==> src/rtl/cmd_pkg.sv <==
// Constants and types shared by the link key and peer name command engine
package cmd_pkg;
  // ----------------------------------------
  // Opcode fields and parameter ranges
  // ----------------------------------------
  localparam int OPC_W = 16;
  localparam int HDL_W = 12;
  localparam int BYTE_W = 8;
  localparam int WORD_W = 32;
  localparam int ADDR_W = 48;
  localparam int OFS_W = 15;
  localparam int OFS_VALID_BIT = 15;
  localparam logic [15:0] OPC_REKEY = 16'h0015;
  localparam logic [15:0] OPC_KEYSEL = 16'h0017;
  localparam logic [15:0] OPC_NAME = 16'h0019;
  localparam logic [11:0] HDL_MAX = 12'hEFF;
  localparam logic [7:0] KEY_SEMI = 8'h00;
  localparam logic [7:0] KEY_TEMP = 8'h01;
  localparam logic [7:0] REP_MAX = 8'h02;
  localparam logic [7:0] SCAN_MAX = 8'h03;
  // ----------------------------------------
  // Register byte offsets and field positions
  // ----------------------------------------
  localparam logic [7:0] REG_CMD = 8'h00;
  localparam logic [7:0] REG_HANDLE = 8'h04;
  localparam logic [7:0] REG_KEY = 8'h08;
  localparam logic [7:0] REG_ADDR_LO = 8'h0C;
  localparam logic [7:0] REG_ADDR_HI = 8'h10;
  localparam logic [7:0] REG_SCAN = 8'h14;
  localparam logic [7:0] REG_OFS = 8'h18;
  localparam logic [7:0] REG_MASK = 8'h1C;
  localparam logic [7:0] REG_EVT = 8'h20;
  localparam logic [7:0] REG_EVT_HDL = 8'h24;
  localparam logic [7:0] REG_STATE = 8'h28;
  localparam int CMD_BUSY_BIT = 16;
  localparam int SCAN_LSB = 8;
  localparam int EVT_STAT_LSB = 16;
  localparam int EVT_VALID_BIT = 31;
  localparam int STATE_KEY_BIT = 0;
  localparam int STATE_FSM_LSB = 1;
  // ----------------------------------------
  // Events, mask bits and status codes
  // ----------------------------------------
  localparam logic [7:0] EVT_STATUS = 8'h01;
  localparam logic [7:0] EVT_KEY_NOTE = 8'h02;
  localparam logic [7:0] EVT_REKEY_DONE = 8'h03;
  localparam logic [7:0] EVT_MKEY_DONE = 8'h04;
  localparam logic [7:0] EVT_NAME_DONE = 8'h05;
  localparam logic [7:0] EVT_CMD_DONE = 8'h0F;
  localparam int MASK_W = 5;
  localparam int MB_STATUS = 0;
  localparam int MB_NOTE = 1;
  localparam int MB_REKEY = 2;
  localparam int MB_MKEY = 3;
  localparam int MB_NAME = 4;
  localparam logic [4:0] MASK_RST = 5'h1F;
  localparam logic [7:0] STS_OK = 8'h00;
  localparam logic [7:0] STS_UNKNOWN = 8'h01;
  localparam logic [7:0] STS_BAD_PARAM = 8'h02;
  // ----------------------------------------
  // Sequencer states
  // ----------------------------------------
  typedef enum logic [2:0] {
    S_IDLE = 3'b000,
    S_STAT = 3'b001,
    S_LM = 3'b010,
    S_NOTE = 3'b011,
    S_DONE = 3'b100
  } fsm_t;
endpackage : cmd_pkg

==> src/rtl/cmd_ctrl.sv <==
// Link key change, piconet key select and peer name command engine
//
// Local design decisions: the Avalon-MM slave port and the placing of the registers.
`timescale 1ns/1ps
`default_nettype none
// Contract
// - Rekey command renews key at both ends
// - Handle twelve bits, 0x0F00 upward reserved
// - Master restarts encryption after temporary key rekey
// - Status, then key notice, then rekey complete
// - Never send generic command complete event
// - Key selector: zero semi-permanent, one temporary
// - Temporary key for broadcast, semi-permanent private
// - Both ends report piconet key select complete; a peer's is dropped unless idle with no event pending
// - Complete event carries link manager's handle
// - Name command: address, repeat, scan, offset
// - Repeat class above two is reserved
// - Scan mode above three is reserved
// - Offset low fifteen bits hold difference
// - Offset bit fifteen flags offset valid
// - No connection means temporary link for name
// - Status then exactly one name complete
// - Masked events are never delivered
module cmd_ctrl (
  // Clock and reset
  input wire logic core_clk_in,
  input wire logic rst_b_in,
  // Avalon-MM register slave
  input wire logic [7:0] avm_address_in,
  input wire logic avm_read_in,
  input wire logic avm_write_in,
  input wire logic [31:0] avm_writedata_in,
  input wire logic [3:0] avm_byteenable_in,
  output logic [31:0] avm_readdata_out,
  output logic avm_waitrequest_out,
  // Link manager request
  output logic lm_req_out,
  output logic [15:0] lm_opcode_field_out,
  output logic [11:0] lm_handle_out,
  output logic [47:0] lm_device_address_out,
  output logic [7:0] lm_repeat_class_out,
  output logic [7:0] lm_scan_mode_out,
  output logic [14:0] lm_clock_offset_out,
  output logic lm_offset_valid_out,
  output logic lm_temp_link_out,
  output logic lm_key_temp_out,
  output logic enc_restart_out,
  // Link manager answer and link state
  input wire logic lm_done_in,
  input wire logic [7:0] lm_status_in,
  input wire logic [11:0] lm_handle_in,
  input wire logic is_master_in,
  input wire logic enc_active_in,
  input wire logic conn_exists_in,
  input wire logic peer_rekey_in,
  input wire logic peer_keysel_in,
  // Event pending level
  output logic evt_valid_out
);
  // ----------------------------------------
  // State
  // ----------------------------------------
  typedef struct packed {
    cmd_pkg::fsm_t st;
    logic wreq;
    logic [31:0] rdata;
    logic [15:0] opc;
    logic [11:0] hdl;
    logic [7:0] kflag;
    logic [47:0] addr;
    logic [7:0] rep;
    logic [7:0] scan;
    logic [15:0] ofs;
    logic [4:0] mask;
    logic ev_v;
    logic [7:0] ev_code;
    logic [7:0] ev_stat;
    logic [11:0] ev_hdl;
    logic lm_req;
    logic [7:0] lm_stat;
    logic [11:0] lm_hdl;
    logic key_temp;
    logic enc_rst;
    logic tmp_link;
  } regs_t;

  regs_t s;
  regs_t n;
  logic known;
  logic cmd_ok;
  logic [31:0] rd;
  logic [31:0] w;
  logic [7:0] sts;
  logic wr_en;
  logic idle;

  // ----------------------------------------
  // Helpers
  // ----------------------------------------
  // Byte lane merge for partial writes
  function automatic logic [31:0] wmerge(input logic [31:0] old,
                                         input logic [31:0] wd,
                                         input logic [3:0] be);
    logic [31:0] o;
    o = old;
    for (int i = 0; i < 4; i++) begin
      if (be[i]) begin
        o[i*8 +: 8] = wd[i*8 +: 8];
      end
    end
    return o;
  endfunction : wmerge

  // Load one event unless the host masked its type
  function automatic regs_t emit(input regs_t r, input logic en,
                                 input logic [7:0] code,
                                 input logic [7:0] stat,
                                 input logic [11:0] hdl);
    regs_t o;
    o = r;
    if (en) begin
      o.ev_v = 1'b1;
      o.ev_code = code;
      o.ev_stat = stat;
      o.ev_hdl = hdl;
    end
    return o;
  endfunction : emit

  // Range check of the captured parameters
  cmd_param_check u_chk (
    .opc_in(s.opc),
    .hdl_in(s.hdl),
    .kflag_in(s.kflag),
    .rep_in(s.rep),
    .scan_in(s.scan),
    .known_out(known),
    .ok_out(cmd_ok)
  );

  // ----------------------------------------
  // Next state
  // ----------------------------------------
  always_comb begin
    n = s;
    rd = '0;
    sts = cmd_pkg::STS_OK;
    idle = (s.st == cmd_pkg::S_IDLE);
    wr_en = avm_write_in && !s.wreq;
    n.enc_rst = 1'b0;
    // One wait cycle, then waitrequest low for exactly one cycle
    n.wreq = !((avm_read_in || avm_write_in) && s.wreq);
    // Read mux, latched as waitrequest drops
    case (avm_address_in)
      cmd_pkg::REG_CMD: begin
        rd[cmd_pkg::OPC_W-1:0] = s.opc;
        rd[cmd_pkg::CMD_BUSY_BIT] = !idle;
      end
      cmd_pkg::REG_HANDLE: rd[cmd_pkg::HDL_W-1:0] = s.hdl;
      cmd_pkg::REG_KEY: rd[cmd_pkg::BYTE_W-1:0] = s.kflag;
      cmd_pkg::REG_ADDR_LO: rd = s.addr[cmd_pkg::WORD_W-1:0];
      cmd_pkg::REG_ADDR_HI: rd[15:0] = s.addr[cmd_pkg::ADDR_W-1:cmd_pkg::WORD_W];
      cmd_pkg::REG_SCAN: begin
        rd[cmd_pkg::BYTE_W-1:0] = s.rep;
        rd[cmd_pkg::SCAN_LSB +: cmd_pkg::BYTE_W] = s.scan;
      end
      cmd_pkg::REG_OFS: rd[cmd_pkg::OPC_W-1:0] = s.ofs;
      cmd_pkg::REG_MASK: rd[cmd_pkg::MASK_W-1:0] = s.mask;
      cmd_pkg::REG_EVT: begin
        rd[cmd_pkg::EVT_VALID_BIT] = s.ev_v;
        rd[cmd_pkg::EVT_STAT_LSB +: cmd_pkg::BYTE_W] = s.ev_stat;
        rd[cmd_pkg::BYTE_W-1:0] = s.ev_code;
      end
      cmd_pkg::REG_EVT_HDL: rd[cmd_pkg::HDL_W-1:0] = s.ev_hdl;
      cmd_pkg::REG_STATE: begin
        rd[cmd_pkg::STATE_KEY_BIT] = s.key_temp;
        rd[cmd_pkg::STATE_FSM_LSB +: 3] = s.st;
      end
      default: rd = '0;
    endcase
    if (avm_read_in && s.wreq) begin
      n.rdata = rd;
    end
    // Writes land on the edge that sees waitrequest low; merging over the
    // read view keeps unwritten lanes. Parameters are frozen while a
    // command runs so the link manager sees stable values.
    w = wmerge(rd, avm_writedata_in, avm_byteenable_in);
    if (wr_en && idle) begin
      case (avm_address_in)
        cmd_pkg::REG_CMD: begin
          n.opc = w[cmd_pkg::OPC_W-1:0];
          n.st = cmd_pkg::S_STAT;
        end
        cmd_pkg::REG_HANDLE: n.hdl = w[cmd_pkg::HDL_W-1:0];
        cmd_pkg::REG_KEY: n.kflag = w[cmd_pkg::BYTE_W-1:0];
        cmd_pkg::REG_ADDR_LO: n.addr[cmd_pkg::WORD_W-1:0] = w;
        cmd_pkg::REG_ADDR_HI: n.addr[cmd_pkg::ADDR_W-1:cmd_pkg::WORD_W] = w[15:0];
        cmd_pkg::REG_SCAN: begin
          n.rep = w[cmd_pkg::BYTE_W-1:0];
          n.scan = w[cmd_pkg::SCAN_LSB +: cmd_pkg::BYTE_W];
        end
        cmd_pkg::REG_OFS: n.ofs = w[cmd_pkg::OPC_W-1:0];
        default: n.ev_v = n.ev_v;
      endcase
    end
    // Mask and event pop are taken while busy as well
    if (wr_en && (avm_address_in == cmd_pkg::REG_MASK)) begin
      n.mask = w[cmd_pkg::MASK_W-1:0];
    end
    // Any write here pops the pending event
    if (wr_en && (avm_address_in == cmd_pkg::REG_EVT)) begin
      n.ev_v = 1'b0;
    end
    // Sequencer: each command event waits until the previous one is popped,
    // which keeps the documented order without an event queue
    case (s.st)
      cmd_pkg::S_IDLE: begin
        // Peer initiated changes; they are dropped while busy
        if (!s.ev_v && peer_keysel_in) begin
          n = emit(n, s.mask[cmd_pkg::MB_MKEY], cmd_pkg::EVT_MKEY_DONE,
                   lm_status_in, lm_handle_in);
        end else if (!s.ev_v && peer_rekey_in) begin
          n = emit(n, s.mask[cmd_pkg::MB_NOTE], cmd_pkg::EVT_KEY_NOTE,
                   lm_status_in, lm_handle_in);
        end
      end
      cmd_pkg::S_STAT: begin
        if (!s.ev_v) begin
          if (!known) begin
            sts = cmd_pkg::STS_UNKNOWN;
          end else if (!cmd_ok) begin
            sts = cmd_pkg::STS_BAD_PARAM;
          end
          n = emit(n, s.mask[cmd_pkg::MB_STATUS], cmd_pkg::EVT_STATUS,
                   sts, s.hdl);
          n.lm_req = cmd_ok;
          n.tmp_link = cmd_ok && (s.opc == cmd_pkg::OPC_NAME)
                       && !conn_exists_in;
          n.st = cmd_ok ? cmd_pkg::S_LM : cmd_pkg::S_IDLE;
        end
      end
      cmd_pkg::S_LM: begin
        if (lm_done_in) begin
          n.lm_req = 1'b0;
          n.tmp_link = 1'b0;
          n.lm_stat = lm_status_in;
          n.lm_hdl = lm_handle_in;
          if (s.opc == cmd_pkg::OPC_KEYSEL && lm_status_in == cmd_pkg::STS_OK) begin
            n.key_temp = (s.kflag == cmd_pkg::KEY_TEMP);
          end
          if (s.opc == cmd_pkg::OPC_REKEY && lm_status_in == cmd_pkg::STS_OK) begin
            n.enc_rst = enc_active_in && s.key_temp && is_master_in;
            n.st = cmd_pkg::S_NOTE;
          end else begin
            n.st = cmd_pkg::S_DONE;
          end
        end
      end
      cmd_pkg::S_NOTE: begin
        if (!s.ev_v) begin
          n = emit(n, s.mask[cmd_pkg::MB_NOTE], cmd_pkg::EVT_KEY_NOTE,
                   s.lm_stat, s.hdl);
          n.st = cmd_pkg::S_DONE;
        end
      end
      cmd_pkg::S_DONE: begin
        // Only the command's own completion event, never a generic one
        if (!s.ev_v) begin
          case (s.opc)
            cmd_pkg::OPC_REKEY: n = emit(n, s.mask[cmd_pkg::MB_REKEY],
                                         cmd_pkg::EVT_REKEY_DONE,
                                         s.lm_stat, s.hdl);
            cmd_pkg::OPC_KEYSEL: n = emit(n, s.mask[cmd_pkg::MB_MKEY],
                                          cmd_pkg::EVT_MKEY_DONE,
                                          s.lm_stat, s.lm_hdl);
            default: n = emit(n, s.mask[cmd_pkg::MB_NAME],
                              cmd_pkg::EVT_NAME_DONE,
                              s.lm_stat, s.hdl);
          endcase
          n.st = cmd_pkg::S_IDLE;
        end
      end
      default: n.st = cmd_pkg::S_IDLE;
    endcase
  end

  // Register the whole state
  always_ff @(posedge core_clk_in or negedge rst_b_in) begin
    if (!rst_b_in) begin
      s <= '0;
      s.wreq <= 1'b1;
      s.mask <= cmd_pkg::MASK_RST;
    end else begin
      s <= n;
    end
  end

  // ----------------------------------------
  // Outputs, all from flops
  // ----------------------------------------
  assign avm_readdata_out = s.rdata;
  assign avm_waitrequest_out = s.wreq;
  assign lm_req_out = s.lm_req;
  assign lm_opcode_field_out = s.opc;
  assign lm_handle_out = s.hdl;
  assign lm_device_address_out = s.addr;
  assign lm_repeat_class_out = s.rep;
  assign lm_scan_mode_out = s.scan;
  assign lm_clock_offset_out = s.ofs[cmd_pkg::OFS_W-1:0];
  assign lm_offset_valid_out = s.ofs[cmd_pkg::OFS_VALID_BIT];
  assign lm_temp_link_out = s.tmp_link;
  assign lm_key_temp_out = s.key_temp;
  assign enc_restart_out = s.enc_rst;
  assign evt_valid_out = s.ev_v;
endmodule : cmd_ctrl
`default_nettype wire

==> src/rtl/cmd_param_check.sv <==
// Parameter range check for the three command opcodes
`timescale 1ns/1ps
`default_nettype none
module cmd_param_check (
  // Captured command
  input wire logic [15:0] opc_in,
  input wire logic [11:0] hdl_in,
  input wire logic [7:0] kflag_in,
  input wire logic [7:0] rep_in,
  input wire logic [7:0] scan_in,
  // Verdict
  output logic known_out,
  output logic ok_out
);
  logic hdl_ok;
  logic key_ok;
  logic mode_ok;

  // ----------------------------------------
  // Field ranges
  // ----------------------------------------
  // Only the low 12 bits are kept, so upper bits never matter
  assign hdl_ok = (hdl_in <= cmd_pkg::HDL_MAX);
  assign key_ok = (kflag_in <= cmd_pkg::KEY_TEMP);
  assign mode_ok = (rep_in <= cmd_pkg::REP_MAX)
                   && (scan_in <= cmd_pkg::SCAN_MAX);

  // Per opcode verdict
  always_comb begin
    known_out = 1'b1;
    ok_out = 1'b0;
    case (opc_in)
      cmd_pkg::OPC_REKEY: ok_out = hdl_ok;
      cmd_pkg::OPC_KEYSEL: ok_out = key_ok;
      cmd_pkg::OPC_NAME: ok_out = mode_ok;
      default: known_out = 1'b0;
    endcase
  end
endmodule : cmd_param_check
`default_nettype wire

==> config.mk <==
export PLATFORM = sky130hd
export DESIGN_NAME = cmd_ctrl
export DESIGN_NICKNAME = d
export VERILOG_FILES = /design/src/rtl/cmd_pkg.sv /design/src/rtl/cmd_ctrl.sv /design/src/rtl/cmd_param_check.sv
export SDC_FILE = /design/constraint.sdc
export NUM_CORES = 1
export LEC_CHECK = 0
export ABC_AREA = 0
export BUFFER_PORTS_ARGS = -buffer_cell sky130_fd_sc_hd__clkbuf_2
export CAP_MARGIN = 5
export CORE_MARGIN = 2
export CORE_UTILIZATION = 62
export CTS_BUF_LIST = sky130_fd_sc_hd__clkbuf_8
export DETAILED_ROUTE_END_ITERATION = 8
export PLACE_DENSITY = 0.88
export SYNTH_ARGS = -nofsm -noshare
export SYNTH_HDL_FRONTEND = slang
export SYNTH_SLANG_ARGS = --single-unit
export TNS_END_PERCENT = 30
==> constraint.sdc <==
create_clock -name core_clk_in -period 4.4 [get_ports core_clk_in]
set_clock_uncertainty 0.1 [all_clocks]
set_input_delay 0.88 -clock core_clk_in [delete_from_list [all_inputs] [get_ports core_clk_in]]
set_output_delay 0.88 -clock core_clk_in [all_outputs]
set_load 0.03 [all_outputs]
==> out/results.ini <==
[die]
start_util_pct = 63.5
die_w_um = 137
fp.coreArea_um2 = 17400
num_io_pins = 220
die-area_um2 = 18800
row_count = 48
die_height_um = 137

[pwr]
finalPower_mw = 4.23
leakage_nw = 5.81
peakVddDrop_v = 0.000256
power.density_nw_per_um2 = 356

[cells_and_area]
fillers = 1296
final_common_cell = clkbuf_2
final_cell_mix = 218 x clkbuf_2, 199 x dfrtp_1, 131 x nand2_1
drive_above_1_share_pct = 34.5
regArea_um2 = 5140
fin_nets = 1198
postLayoutCellArea_um2 = 11900
multi_input_area_um2 = 4470
area_delta_synth_final_pct = 7.90
n_antenna_cell = 0
final_cells = 1375
final_util_pct = 68.5

[timing]
fin_crit_sh_pct = 74.5
layout_setup_ws_ns = 1.12
fmax_mhz = 305
hold_violations = 0
setup_viol = 0
holdWs_ns = 0.285
slew_violations = 0
tns_ns = 0
tightest_slew_ns = 1.02
rsz0062_at_grt = false
slew-limit-headroom_pct = 31.7
finalCriticalPeriod_ns = 3.28

[placed_design]
globalplace.congestion = 1.05
postPlaceCellArea_um2 = 11200
dp.cells = 1312
portBuffers = 219
place_hpwl_mm = 22.8
dp_slack_ns = 0.834

[setup_path]
crit_arrival_ns = 3.64
cp_max_fo = 17
end_kind = register
worst-setup-path-type = reg2reg
path_delay_family = simple AND/OR/NAND/NOR gates
crit_path_top_delay_cell = nor4_2
path_buf_inv = 1
startpoint_type = register
max_stage_delay_ns = 0.64
crit_chain = nor4_2 -> nand4_2 -> mux2i_1 -> nor3_2 -> buf_4 -> a221o_1
required_ns = 4.76

[clock_tree]
holdBufCountCts = 0
ctsResizeCount = 0
worstSkewPairLatency_ns = 0.54
clockBufferDepth = 3
htreeDepth = 2
clock-sinks = 205
cts_tree = built
cts_setup_buffers = 0
root_buffer = clkbuf_8
clkTransAtPathRegs_ns = 0.06
cts_made_buffers = 35

[synthesis]
synth_top_family_by_area = compound AO/OA/AOI/OAI gates
synth_compound_area_share_pct = 15.0
synth-xor-area-share_pct = 0
yosysWarningCount = 0
muxShareOfSynthArea_pct = 11.2
synth_top_area_share_pct = 45.2
ys_async_sr_fraction_pct = 100
syn_area_um2 = 11000
ys_ff_latch = 205
syn-num-nets = 1126
synth_cell_types = 78
seq_area_frac_synth_pct = 46.6
synth_largest_area_cell = dfrtp_1
synth-edff-count = 0
synthFlopType = dfrtp_1
synth-simple-area-share_pct = 14.3
synthAdderAreaFrac_pct = 0
synthTopCellsByArea = dfrtp_1 45%, buf_4 10%, mux2_2 7.1%
post_synth.cell_area_avg_um2 = 10.5
netlist_instances = 1052

[routing]
post-route-drc-count = 0
routedWlPerCell_um = 23.0
drt-initial-drc-count = 806
drt_wl_total_mm = 31.7
vias = 8761
dr.pass1.iters = 5
viasPerCell = 6.37
ant_nets = 0

[worst_hold_path]
hp-class = in2async

[global_route]
grt_pass1_wl_mm = 47.4
grt_start_max_net_pins = 86
antenna_found_initial = 1
grt_usage_pct = 33.6
grt_overflow = 0
first_global_vias = 8382

[run_status]
status = finished, final reports clean

[run]
max_cap_viol_count = 0

## final cells by class
cell class	count	area share, %
flip-flops and latches	205	43.2
inverters	18	0.569
clock inverters	22	1.34
well taps	225	2.37
clock buffers	41	4.75
multi-input cells	633	37.6
repair buffers	231	10.2
## synthesized netlist by cell type, types with 5 or more instances
library cell	instances
dfstp_2	6
nor3_1	26
mux2i_1	22
nand2_1	132
inv_1	17
o22ai_1	7
nor2b_1	9
a21oi_1	11
nor4_1	5
o21ai_0	77
nor2_1	18
o2bb2ai_1	5
nand2b_1	10
a32oi_1	6
buf_4	148
nand3_1	22
buf_6	5
dfrtp_1	199
clkbuf_1	25
nand4_1	7
buf_2	15
a22oi_1	28
mux2_1	16
o21ai_1	23
nand3b_1	6
o31ai_1	9
and2_1	15
a221o_1	31
mux2_2	69
## final timing paths
kind	startpoint	end	slack (ns)	depth (start not counted)
hold / removal	rst_b_in	avm_readdata_out[10]	0.28	1
setup / recovery	lm_opcode_field_out[13]	s[32]	1.12	6
max in group asynchronous	rst_b_in	lm_clock_offset_out[8]	2.92	2
setup reg to reg	lm_opcode_field_out[13]	s[32]	1.12	6
min in group core_clk_in	avm_readdata_out[2]	avm_readdata_out[2]	0.37	2
hold reg to reg	avm_readdata_out[2]	avm_readdata_out[2]	0.37	2
## kinds of logic after synthesis
kind of cell           Yosys count
AND/OR/NAND/NOR                291
AO/OA/AOI/OAI                  232
multiplexers                   110
flip-flops                     205
buffers and inverters          214
## sequential cells by signal, summed over array words and instances (netlist names)
name / cells
avm_readdata_out: 32
avm_waitrequest_out: 1
enc_restart_out: 1
evt_valid_out: 1
lm_clock_offset_out: 15
lm_device_address_out: 48
lm_handle_out: 12
lm_key_temp_out: 1
lm_offset_valid_out: 1
lm_opcode_field_out: 16
lm_repeat_class_out: 8
lm_req_out: 1
lm_scan_mode_out: 8
lm_temp_link_out: 1
s: 59
## per-layer routing
metal,wire (µm),vias up,global-route usage (%)
met5,13,-,0
met4,1330,2,15.3
met3,3420,101,8.94
met2,14500,581,52.1
met1,12300,4253,44.2
li1,-,3824,-
## where the power goes
| group | internal, mW | total, mW | switching [mW] |
|---|---|---|---|
| logic | 0.146 | 0.412 | 0.266 |
| clock network | 0.974 | 1.77 | 0.791 |
| registers | 1.96 | 2.06 | 0.0914 |
No activity file was read; power rests on OpenSTA's default activity.
